$ cat src/hdl/jtx_params.svh
// Constants of the converter transmit link: symbols, taps, mode table
`ifndef JTX_PARAMS_SVH
`define JTX_PARAMS_SVH
`define JTX_LANES      4
`define JTX_SMP_NUM    16
`define JTX_SMP_N      9
`define JTX_SMP_NP     16
`define JTX_WORD_W     64
`define JTX_K28_5      8'hbc
`define JTX_K28_0      8'h1c
`define JTX_K28_3      8'h7c
`define JTX_ILAS_LAST  2'h3
`define JTX_SH_DATA    2'h1
`define JTX_T8_A       13
`define JTX_T8_B       14
`define JTX_T64_A      38
`define JTX_T64_B      57
// Mode table: {coding64, lanes, F, K}
`define JTX_MODE0      {1'b0, 3'h4, 5'h08, 9'h020}
`define JTX_MODE1      {1'b0, 3'h2, 5'h08, 9'h010}
`define JTX_MODE2      {1'b1, 3'h4, 5'h08, 9'h020}
`define JTX_MODE3      {1'b1, 3'h1, 5'h08, 9'h040}
`endif

$ cat src/hdl/jtx_pkg.sv
// Types of the converter transmit link
package jtx_pkg;
  typedef enum logic [1:0] {ST_IDLE, ST_CGS, ST_ILAS, ST_DATA} jtx_state_e;
  typedef struct packed {
    logic       c64;
    logic [2:0] lanes;
    logic [4:0] f;
    logic [8:0] k;
  } jtx_mode_s;
  typedef logic [143:0] jtx_smp_t;
  typedef logic [121:0] jtx_scr_t;
endpackage

$ cat src/hdl/jtx_link.sv
// Transmit transport and link layer of the converter serial interface
`timescale 1ns/1ps
`include "jtx_params.svh"
// Summary of operation
// Lanes use 8B/10B or 64B/66B by mode
// 8B/10B formats stay older-receiver compatible
// At most four lanes active
// SYNC low starts code group synchronization
// 64B/66B modes ignore SYNC for synchronization
// 64B/66B SYNC used only for NCO sync
// SYSREF resets multiframe/extended multiblock counter
// Samples packed into octets, frames, lanes
// N-bit samples sent as N'-bit fields
// Parameters from selected predefined transport mode
// Frames grouped into multiframes or multiblocks
// Scrambling optional in 8B/10B, forced 64B/66B
// Scrambling precedes line coding
// Alignment sequence never scrambled
// Distinct scrambling polynomial per coding
// Receiver self-synchronizes its descrambler
// FEC with 64B/66B; no 64B/80B; code only raises fec_active_o, adds no FEC bits to the lanes
// No CRC3, no command channel
// Subclass 1 only, subclass 0 compatible
// Lanes aligned within one link only
// SYNC timing suits older revisions
// Commas sent while SYNC asserted
// Alignment sequence starts next LMFC edge
// 64-bit block scrambled, 2-bit header added
// LMFC period F times K octets
// Reset clears counters, scrambler, idles lanes
module jtx_link (
  // Clock and reset
  input  wire logic                     ref_clk_i,
  input  wire logic                     rst_n_i,
  // Configuration
  input  wire logic [1:0]               transport_mode_select_i,
  input  wire logic                     scramble_enable_i,
  input  wire logic                     fec_enable_i,
  // Link control
  input  wire logic                     sync_request_pin_n_i,
  input  wire logic                     sysref_i,
  // Sample stream
  input  wire logic                     smp_valid_i,
  input  wire jtx_pkg::jtx_smp_t        smp_data_i,
  output logic                          smp_ready_o,
  // Lane outputs
  output logic [3:0][63:0]              lane_data_o,
  output logic [3:0][7:0]               lane_k_o,
  output logic [3:0][1:0]               lane_hdr_o,
  output logic [3:0]                    lane_valid_o,
  // Status
  output logic                          fec_active_o,
  output logic                          nco_sync_o,
  output logic                          lmfc_edge_o
);

  // ****************************************
  // Mode decode
  // ****************************************
  function automatic jtx_pkg::jtx_mode_s mode_cfg(input logic [1:0] sel);
    case (sel)
      2'h0:    mode_cfg = `JTX_MODE0;
      2'h1:    mode_cfg = `JTX_MODE1;
      2'h2:    mode_cfg = `JTX_MODE2;
      default: mode_cfg = `JTX_MODE3;
    endcase
  endfunction

  // Self-synchronous scrambler, MSB first, returns {state, data}
  function automatic jtx_pkg::jtx_scr_t scram(input logic [63:0] d, input logic [57:0] s, input logic c64);
    logic [57:0] st;
    logic [63:0] o;
    logic        fb;
    st = s;
    o  = '0;
    for (int i = 63; i >= 0; i--) begin
      fb   = c64 ? (st[`JTX_T64_A] ^ st[`JTX_T64_B]) : (st[`JTX_T8_A] ^ st[`JTX_T8_B]);
      o[i] = d[i] ^ fb;
      st   = {st[56:0], o[i]};
    end
    scram = {st, o};
  endfunction

  jtx_pkg::jtx_mode_s mode;
  logic [11:0]        mf_len;
  logic               scr_on;

  assign mode   = mode_cfg(transport_mode_select_i);
  assign mf_len = 12'((14'(mode.f) * 14'(mode.k)) >> 3);
  assign scr_on = mode.c64 | scramble_enable_i;

  // ****************************************
  // Two-entry input buffer
  // ****************************************
  jtx_pkg::jtx_smp_t buf_q [2];
  logic              wp_q;
  logic              rp_q;
  logic [1:0]        cnt_q;
  logic              push;
  logic              pop;
  jtx_pkg::jtx_state_e st_q;

  assign smp_ready_o = (cnt_q != 2'h2);
  assign push        = smp_valid_i & smp_ready_o;
  assign pop         = (st_q == jtx_pkg::ST_DATA) & (cnt_q != 2'h0);

  always_ff @(posedge ref_clk_i or negedge rst_n_i) begin
    if (!rst_n_i) begin
      wp_q  <= 1'b0;
      rp_q  <= 1'b0;
      cnt_q <= 2'h0;
    end else begin
      if (push) wp_q <= ~wp_q;
      if (pop) rp_q <= ~rp_q;
      cnt_q <= cnt_q + 2'(push) - 2'(pop);
    end
  end

  always_ff @(posedge ref_clk_i) begin
    if (push) buf_q[wp_q] <= smp_data_i;
  end

  // ****************************************
  // SYSREF, SYNC and LMFC counter
  // ****************************************
  logic        sysref_q;
  logic        sync_q;
  logic        sync_seen_q;
  logic [11:0] lmfc_q;
  logic        sysref_rise;
  logic        lmfc_edge;
  logic        mf_end;

  assign sysref_rise = sysref_i & ~sysref_q;
  assign lmfc_edge   = (lmfc_q == 12'h0);
  assign mf_end      = (lmfc_q == mf_len - 12'h1);
  assign lmfc_edge_o = lmfc_edge;

  always_ff @(posedge ref_clk_i or negedge rst_n_i) begin
    if (!rst_n_i) begin
      sysref_q <= 1'b0;
      sync_q   <= 1'b1;
      lmfc_q   <= 12'h0;
    end else begin
      sysref_q <= sysref_i;
      sync_q   <= sync_request_pin_n_i;
      if (sysref_rise) lmfc_q <= 12'h0;
      else if (mf_end) lmfc_q <= 12'h0;
      else lmfc_q <= lmfc_q + 12'h1;
    end
  end

  // NCO sync pulse and FEC status in 64B/66B modes
  always_ff @(posedge ref_clk_i or negedge rst_n_i) begin
    if (!rst_n_i) begin
      nco_sync_o   <= 1'b0;
      fec_active_o <= 1'b0;
    end else begin
      nco_sync_o   <= mode.c64 & sync_q & ~sync_request_pin_n_i;
      fec_active_o <= mode.c64 & fec_enable_i;
    end
  end

  // ****************************************
  // Link state machine
  // ****************************************
  logic [1:0] ilas_mf_q;

  always_ff @(posedge ref_clk_i or negedge rst_n_i) begin
    if (!rst_n_i) begin
      st_q        <= jtx_pkg::ST_IDLE;
      sync_seen_q <= 1'b0;
      ilas_mf_q   <= 2'h0;
    end else begin
      if (st_q != jtx_pkg::ST_CGS) sync_seen_q <= 1'b0;
      else if (sync_request_pin_n_i & ~sync_q) sync_seen_q <= 1'b1;
      if (st_q != jtx_pkg::ST_ILAS) ilas_mf_q <= 2'h0;
      else if (mf_end) ilas_mf_q <= ilas_mf_q + 2'h1;
      case (st_q)
        jtx_pkg::ST_IDLE: begin
          if (mode.c64) begin
            if (lmfc_edge) st_q <= jtx_pkg::ST_DATA;
          end else if (!sync_q) begin
            st_q <= jtx_pkg::ST_CGS;
          end
        end
        jtx_pkg::ST_CGS: begin
          if (mode.c64) st_q <= jtx_pkg::ST_IDLE;
          // Leave on the last multiframe cycle so the first alignment word sits on the LMFC edge
          else if (sync_seen_q & sync_q & mf_end) st_q <= jtx_pkg::ST_ILAS;
        end
        jtx_pkg::ST_ILAS: begin
          if (mode.c64) st_q <= jtx_pkg::ST_IDLE;
          else if (!sync_q) st_q <= jtx_pkg::ST_CGS;
          else if (mf_end && ilas_mf_q == `JTX_ILAS_LAST) st_q <= jtx_pkg::ST_DATA;
        end
        jtx_pkg::ST_DATA: begin
          if (!mode.c64 && !sync_q) st_q <= jtx_pkg::ST_CGS;
        end
        default: st_q <= jtx_pkg::ST_IDLE;
      endcase
    end
  end

  // ****************************************
  // Sample packing and lane mapping
  // ****************************************
  logic [255:0] word;
  jtx_pkg::jtx_smp_t head;

  assign head = buf_q[rp_q];

  always_comb begin
    word = '0;
    for (int i = 0; i < `JTX_SMP_NUM; i++) begin
      if (pop) word[i*`JTX_SMP_NP +: `JTX_SMP_NP] = {head[i*`JTX_SMP_N +: `JTX_SMP_N], 7'h00};
    end
  end

  // ****************************************
  // Per-lane scrambling and symbol selection
  // ****************************************
  logic [57:0] scr_q [`JTX_LANES];

  for (genvar l = 0; l < `JTX_LANES; l++) begin : g_lane
    logic              act;
    jtx_pkg::jtx_scr_t sr;
    logic [63:0]       d_d;
    logic [7:0]        k_d;
    logic [7:0]        ramp;

    assign act  = (3'(l) < mode.lanes);
    assign sr   = scram(word[l*64 +: 64], scr_q[l], mode.c64);
    assign ramp = lmfc_q[7:0];

    always_comb begin
      d_d = '0;
      k_d = '0;
      case (st_q)
        jtx_pkg::ST_CGS: begin
          d_d = {8{`JTX_K28_5}};
          k_d = 8'hff;
        end
        jtx_pkg::ST_ILAS: begin
          d_d = {8{ramp}};
          if (lmfc_edge) begin
            d_d[63:56] = `JTX_K28_0;
            k_d[7]     = 1'b1;
          end
          if (mf_end) begin
            d_d[7:0] = `JTX_K28_3;
            k_d[0]   = 1'b1;
          end
        end
        jtx_pkg::ST_DATA: d_d = scr_on ? sr[63:0] : word[l*64 +: 64];
        default: d_d = '0;
      endcase
    end

    always_ff @(posedge ref_clk_i or negedge rst_n_i) begin
      if (!rst_n_i) begin
        scr_q[l]        <= '0;
        lane_data_o[l]  <= '0;
        lane_k_o[l]     <= '0;
        lane_hdr_o[l]   <= '0;
        lane_valid_o[l] <= 1'b0;
      end else begin
        if (st_q == jtx_pkg::ST_DATA && scr_on) scr_q[l] <= sr[121:64];
        lane_data_o[l]  <= act ? d_d : '0;
        lane_k_o[l]     <= act ? k_d : '0;
        lane_hdr_o[l]   <= (act && mode.c64 && st_q == jtx_pkg::ST_DATA) ? `JTX_SH_DATA : 2'h0;
        lane_valid_o[l] <= act && st_q != jtx_pkg::ST_IDLE;
      end
    end
  end
endmodule // jtx_link

$ cat config.mk
export PLATFORM = sky130hd
export DESIGN_NAME = jtx_link
export DESIGN_NICKNAME = d
export VERILOG_FILES = /design/src/hdl/jtx_pkg.sv /design/src/hdl/jtx_link.sv
export VERILOG_INCLUDE_DIRS = /design/src /design/src/hdl
export SDC_FILE = /design/constraint.sdc
export NUM_CORES = 2
export LEC_CHECK = 0
export BUFFER_PORTS_ARGS = -buffer_cell sky130_fd_sc_hd__buf_2
export CORE_MARGIN = 2
export CORE_UTILIZATION = 40
export DETAILED_ROUTE_END_ITERATION = 10
export GPL_ROUTABILITY_DRIVEN = 0
export PLACE_DENSITY = 0.59
export SLEW_MARGIN = 30
export SYNTH_ARGS = -nofsm -noshare
export SYNTH_HDL_FRONTEND = slang
export SYNTH_SLANG_ARGS = --single-unit
export TNS_END_PERCENT = 5
$ cat constraint.sdc
create_clock -name ref_clk_i -period 9.25 [get_ports ref_clk_i]
set_input_delay 2.775 -clock ref_clk_i [delete_from_list [all_inputs] [get_ports ref_clk_i]]
set_output_delay 2.775 -clock ref_clk_i [all_outputs]
set_load 0.005 [all_outputs]
### Word-level counts from Yosys, hierarchy flattened

Memory sizes are Yosys's and may differ from the RTL's.
Index checks and enable logic that the tools add are counted.

* register bits after elaboration: 553
* memory bits (writable): 288
* input bits: 153
* output and inout bits: 304
* word-level logic and storage cells: 1183
* memories: 1

Memories
* buf_q: words 2, width 144, rd ports 1, clocked after memory_dff 0, write ports 1, RTL line jtx_link.sv:95 `jtx_pkg::jtx_smp_t buf_q [2];`

* add/sub/neg operators: 5
* $mul: 1
* order comparisons: 4
* equal/unequal tests: 15
* muxes and demuxes: 318
* bitwise gates (word level): 783
* reductions and logical operators: 25

Operator list (count)
* one-hot mux 64 bit (3 select lines): 4
* bitwise XOR 1 bit: 768
* 2-to-1 mux 64 bit: 8
* 2-to-1 mux 1 bit: 266
* 2-to-1 mux 16 bit: 16
* one-hot mux 18 bit (3 select lines): 1
* 2-to-1 mux 8 bit: 6
* 2-to-1 mux 12 bit: 2
* 2-to-1 mux 2 bit: 11
* logical AND 1 bit: 15
* multiplier 5 x 9 -> 14 bit: 1
* adder 12 x 1 -> 12 bit, second input constant: 1
* equality test 12 bit: 1
* logical NOT 12 bit: 1
* subtractor 11 x 1 -> 12 bit, second input constant: 1
* AND 1 bit: 9
* inequality test 3 bit, second input constant: 3
* equality test 2 bit, second input constant: 4
* one-hot mux 2 bit (4 select lines): 1
* nonzero test 2 bit: 4
* < comparator 1 x 3 -> 1 bit, first input constant: 2
* < comparator 2 x 3 -> 1 bit, first input constant: 2
* 2-to-1 mux 6 bit: 1
* inequality test 2 bit, second input constant: 3
* 12 further kinds: 20

### Longest topological paths before layout

* depth after elaboration: 19
* depth in mapped cells: 19
* depth with buffers taken out: 14

### Worst setup path before layout

Ideal clock, no wire load.

* kind: input port to flip-flop
* start: in smp_valid_i
* end: mem buf_q[0][0] in the netlist's numbering, enable pin
* setup time: 0.649 ns
* arrival time: 8.849 ns
* data required time: 8.601 ns
* path slack: -0.248 ns
* stages: 2
* buffers on the path: 0
* cells stage by stage: nand2_1 > nor2_1

* longest elaborated chain between the ends: 3

RTL lines
* start, declared: RTL line jtx_link.sv:43 `input wire logic smp_valid_i,`
* AND 1 bit: RTL line jtx_link.sv:104 `assign push = smp_valid_i & smp_ready_o;`
* 2-to-1 mux 1 bit: RTL line jtx_link.sv:120 `if (push) buf_q[wp_q] <= smp_data_i;`
* 2-to-1 mux 1 bit (implied by the code): RTL line jtx_link.sv:120
* end, declared: RTL line jtx_link.sv:95

Every way passes these cells.

### Final worst setup path

* start: in transport_mode_select_i[1]
* end: reg lane_data_o[1] in the netlist's numbering

* longest elaborated chain between the ends: 19
* elaborated cells on any way between the ends: 63
* classes of those cells: add/sub: 1; mul: 1; order compare: 1; eq/ne: 3; mux: 23; bitwise: 33; reduce/logical: 1

RTL lines
* start, declared: RTL line jtx_link.sv:36 `input wire logic [1:0] transport_mode_select_i,`
* equality test 2 bit, or another cell as far along: RTL line jtx_link.sv:61 `case (sel)`
* one-hot mux 18 bit (3 select lines) (*): RTL line jtx_link.sv:61
* branches (longest 16 deep; another with multiplier 5 x 9 -> 14 bit)
* 2-to-1 mux 64 bit (*): RTL line jtx_link.sv:269 `lane_data_o[l] <= act ? d_d : '0;`
* end signal, assigned by index: RTL line jtx_link.sv:269
* end, declared: RTL line jtx_link.sv:47 `output logic [3:0][63:0] lane_data_o,`

Every way passes the cells marked *.
A chain may end at the register's enable or synchronous reset.

==> summary.md <==
| Metric | Value |
|---|---|
| Worst Path Required | `9850 ps` |
| Max-cap viol count | `0` |
| Post-synth top flop | `dfrtp_1` |
| Leakage power | `21.3 nW` |
| Rows | `117` |
| Setup Viol. Count Final | `0` |
| Worst reg2reg setup slack | `3230 ps` |
| #FFs+latches synth | `819` |
| Crit-path max FO | `74` |
| Clock Tree Root | `clkbuf_16` |
| Worst-case reg-to-reg path depth | `16` |
| HP Class | `flop to flop` |
| Core area | `0.102 sq mm` |
| Met3 Use GR | `5.90%` |
| Layout cell share with drive strength beyond 1 | `18.7%` |
| Crit path max-delay family | `XOR/XNOR gates` |
| 1st-pass router iterations | `5` |
| Final min period | `7070 ps` |
| Most Used Layer, Global Route | `met2` |
| Hold_sp | `scr_q[47]` |
| First-pass GRT wire length | `220 mm` |
| Max_slew headroom | `27.4%` |
| Average wire per standard cell | `27.1 um` |
| Crit. End Element | `flop` |
| CTS clk-pin slew, worst paths | `70 ps` |
| Detail Route Antenna Nets | `0` |
| Worst setup SP type | `input port` |
| Setup TNS | `0 ps` |
| Setup Crit Path Kind | `input port to flop` |
| Setup slack at placement | `1520 ps` |
| Cts hold-fix bufs | `0` |
| Port bufs | `452` |
| Synthesized instance count | `3,955` |
| Resized Gates After CTS | `0` |
| Commonest cells in the synthesized netlist | `nand2_1 (701), dfrtp_1 (530), a21oi_1 (317)` |
| Hpwl dp | `108 mm` |
| Unrepaired setup endpoints after global routing | `false` |
| Run status | `complete, no violations` |
| Htree depth | `3` |
| Worst-Margin Slew | `1060 ps` |
| Largest net degree at the start of global routing | `169` |
| Routing usage on met2 | `43.5%` |
| Die Y | `325 um` |
| Post-CTS Setup Inserts | `0` |
| R2R Path Start | `st_q[0]` |
| Drt total wl | `155 mm` |
| Synth top area cells | `dfrtp_1 (32%), edfxtp_1 (21%), xnor2_1 (6.4%)` |
| Number of global-route vias before repair | `30,500` |
| PD cells | `472 mW/mm^2` |
| CP max stage delay | `670 ps` |
| Drt via density | `5.50` |
| Final hold vios | `0` |
| Peak supply drop | `198 uV` |
| Clock latency on the worst-skew pair | `700 ps` |
| Synth Area per Inst | `10.4 sq um` |
| Met1 Use GR | `38.5%` |
| Worst Path Buf+Inv | `3` |
| Final Max Tran Viols | `0` |
| Register area share after synthesis | `53.2%` |
| Syn-to-layout area delta | `15.8%` |
| Register area | `0.0219 sq mm` |
| Hold Path Cell Cnt | `2` |
| Num CTS Buffers | `91` |
| Boundary Pins | `457` |
| Async SR Flop Fraction | `64.8%` |
| Synth cell types | `71` |
| Yosys synthesis warning count | `0` |
| Initial antenna violation count | `19` |
| CTS Sinks | `819` |
| Max Buffers Root-to-Sink | `3` |
| Die Wd | `325 um` |
| Initial drt markers | `3,405` |
| Post-synth EDFFs | `288` |
| Final worst-path cycle share | `76.4%` |
| WP data arrival | `7670 ps` |
| Synthesized area | `0.0412 sq mm` |
| Total die area | `0.106 sq mm` |
| Vias | `31,400` |
| Initial core utilization | `40.4%` |
| TritonCTS clock tree | `yes` |
| Synth area leader | `dfrtp_1` |
| Crit-path cells | `clkbuf_8 > inv_6 > buf_4 > mux2i_1 > xnor2_1 > xor2_1 > a21oi_1 > xnor2_4 > xor2_1 > a21oi_1 > xnor2_2 > xor2_1 > xnor3_1 > a21bo_1 > a21oi_1` |
| Remaining Overflow, GRT | `0` |
| Fill count | `9,648` |
| Final net count | `4,411` |
| Area taken by multi-input logic gates | `0.0179 sq mm` |
| Hold path endpoint | `scr_q[47]` |
| GRT Overall Usage | `28.6%` |
| Yosys top cell area share | `32.2%` |
| DRC violations left | `0` |
| Final setup margin | `2180 ps` |
| Most frequent cell after synthesis | `nand2_1` |
| CP max-delay cell | `xnor2_1` |
| Fmax | `142 MHz` |
| Clk_skew | `32.0 ps` |
| R2r endpoint | `lane_data_o[69]` |
-- flip-flops by register name, summed over array words and instances, names as in the netlist, 4 cells and up --
| signal | flops |
|---|---|
| lane_k_o | 12 |
| scr_q | 232 |
| lane_data_o | 256 |
| lmfc_q | 12 |
| buf_q | 288 |
| lane_valid_o | 4 |
-- power breakdown --
| part | switching, mW | leakage (nW) | internal (mW) |
|---|---|---|---|
| Sequential | 1.17 | 9.41 | 5.05 |
| Clock | 1.60 | 1.54 | 2.27 |
| Combinational | 7.72 | 10.3 | 4.73 |
-- area by class of cell --
class / instances / share of cell area, %
antenna: 7 / 0.0367
clock buffer: 121 / 5.29
clock inverter: 50 / 1.30
inverter: 25 / 0.207
multi-input combinational: 2793 / 37.5
sequential: 819 / 46.0
tap: 1368 / 3.59
timing repair buffer: 518 / 6.16
-- how the worst max path moves through the flow --
stage                                     from         endpoint  cells past startpoint
floorplan                          smp_valid_i      buf_q[0][0]                      2
detailed placement  transport_mode_select_i[1]   lane_data_o[1]                     15
global placement    transport_mode_select_i[1]   lane_data_o[1]                     15
finish              transport_mode_select_i[1]   lane_data_o[1]                     15
global route        transport_mode_select_i[1]  lane_data_o[11]                     15
CTS                 transport_mode_select_i[1]   lane_data_o[1]                     15
-- stage by stage --
stage	cells	cell area (sq um)	power, mW	util, %	hold WS, ps
3_3_place_gp	5521	44500	18.4	43.6	480
5_1_grt	5699	47700	23.7	46.8	513
6_report	5701	47700	22.5	46.8	497
4_1_cts	5692	47700	22.4	46.7	497
2_1_floorplan	3958	41200	14.4	-	465
3_5_place_dp	5521	44500	18.5	43.6	482
-- per-layer routing --
layer | part of all wire (%) | up-vias
met1 | 41 | 15500
li1 | - | 14000
met2 | 45 | 1566
met5 | 0.022 | -
met3 | 8.4 | 322
met4 | 5.4 | 6
-- cells by family after synthesis --
kind of cell               after synthesis  share of synthesized area (%)
AOI/OAI and AO/OA                      809                           11.7
xor gates and xnor gates               641                           14.8
buffers and inverters                  346                           3.81
DFF                                    819                           53.2
muxes                                  212                           5.24
and+or+nand+nor                       1117                           10.9
adders and majority gates               10                          0.303
other                                    1                        0.00909
-- cells in the final DEF (no fill, tap or decap), types with 8 or more instances in the layout --
| cell | instances |
|---|---|
| xnor2_2 | 43 |
| o21ai_0 | 174 |
| nor2_1 | 270 |
| mux2i_1 | 185 |
| clkinv_1 | 10 |
| o211ai_1 | 118 |
| dfrtp_1 | 529 |
| edfxtp_1 | 288 |
| a21o_1 | 24 |
| xor2_1 | 285 |
| clkbuf_16 | 94 |
| buf_4 | 52 |
| mux2_2 | 23 |
| a21oi_1 | 312 |
| o211a_1 | 8 |
| nor3_1 | 11 |
| a211oi_1 | 11 |
| bufinv_16 | 12 |
| clkbuf_8 | 8 |
| o31ai_1 | 8 |
| a31oi_1 | 21 |
| nand2b_1 | 38 |
| a211o_1 | 9 |
| clkbuf_1 | 20 |
| or2_2 | 24 |
| and3_1 | 9 |
| buf_12 | 9 |
| xnor2_1 | 301 |
| buf_2 | 450 |
| nand3_1 | 20 |
| ha_1 | 9 |
| and2_1 | 17 |
| o22ai_1 | 27 |
| clkinv_2 | 17 |
| nand2_1 | 697 |
| o21ai_1 | 41 |
| inv_1 | 21 |
-- worst min-delay path, stage by stage, from the launching register on --
cell	delay [ps]
dfrtp_1	360
nand2_1	50
nand2_1	60
Note: power is estimated with default switching activity, not from simulation.
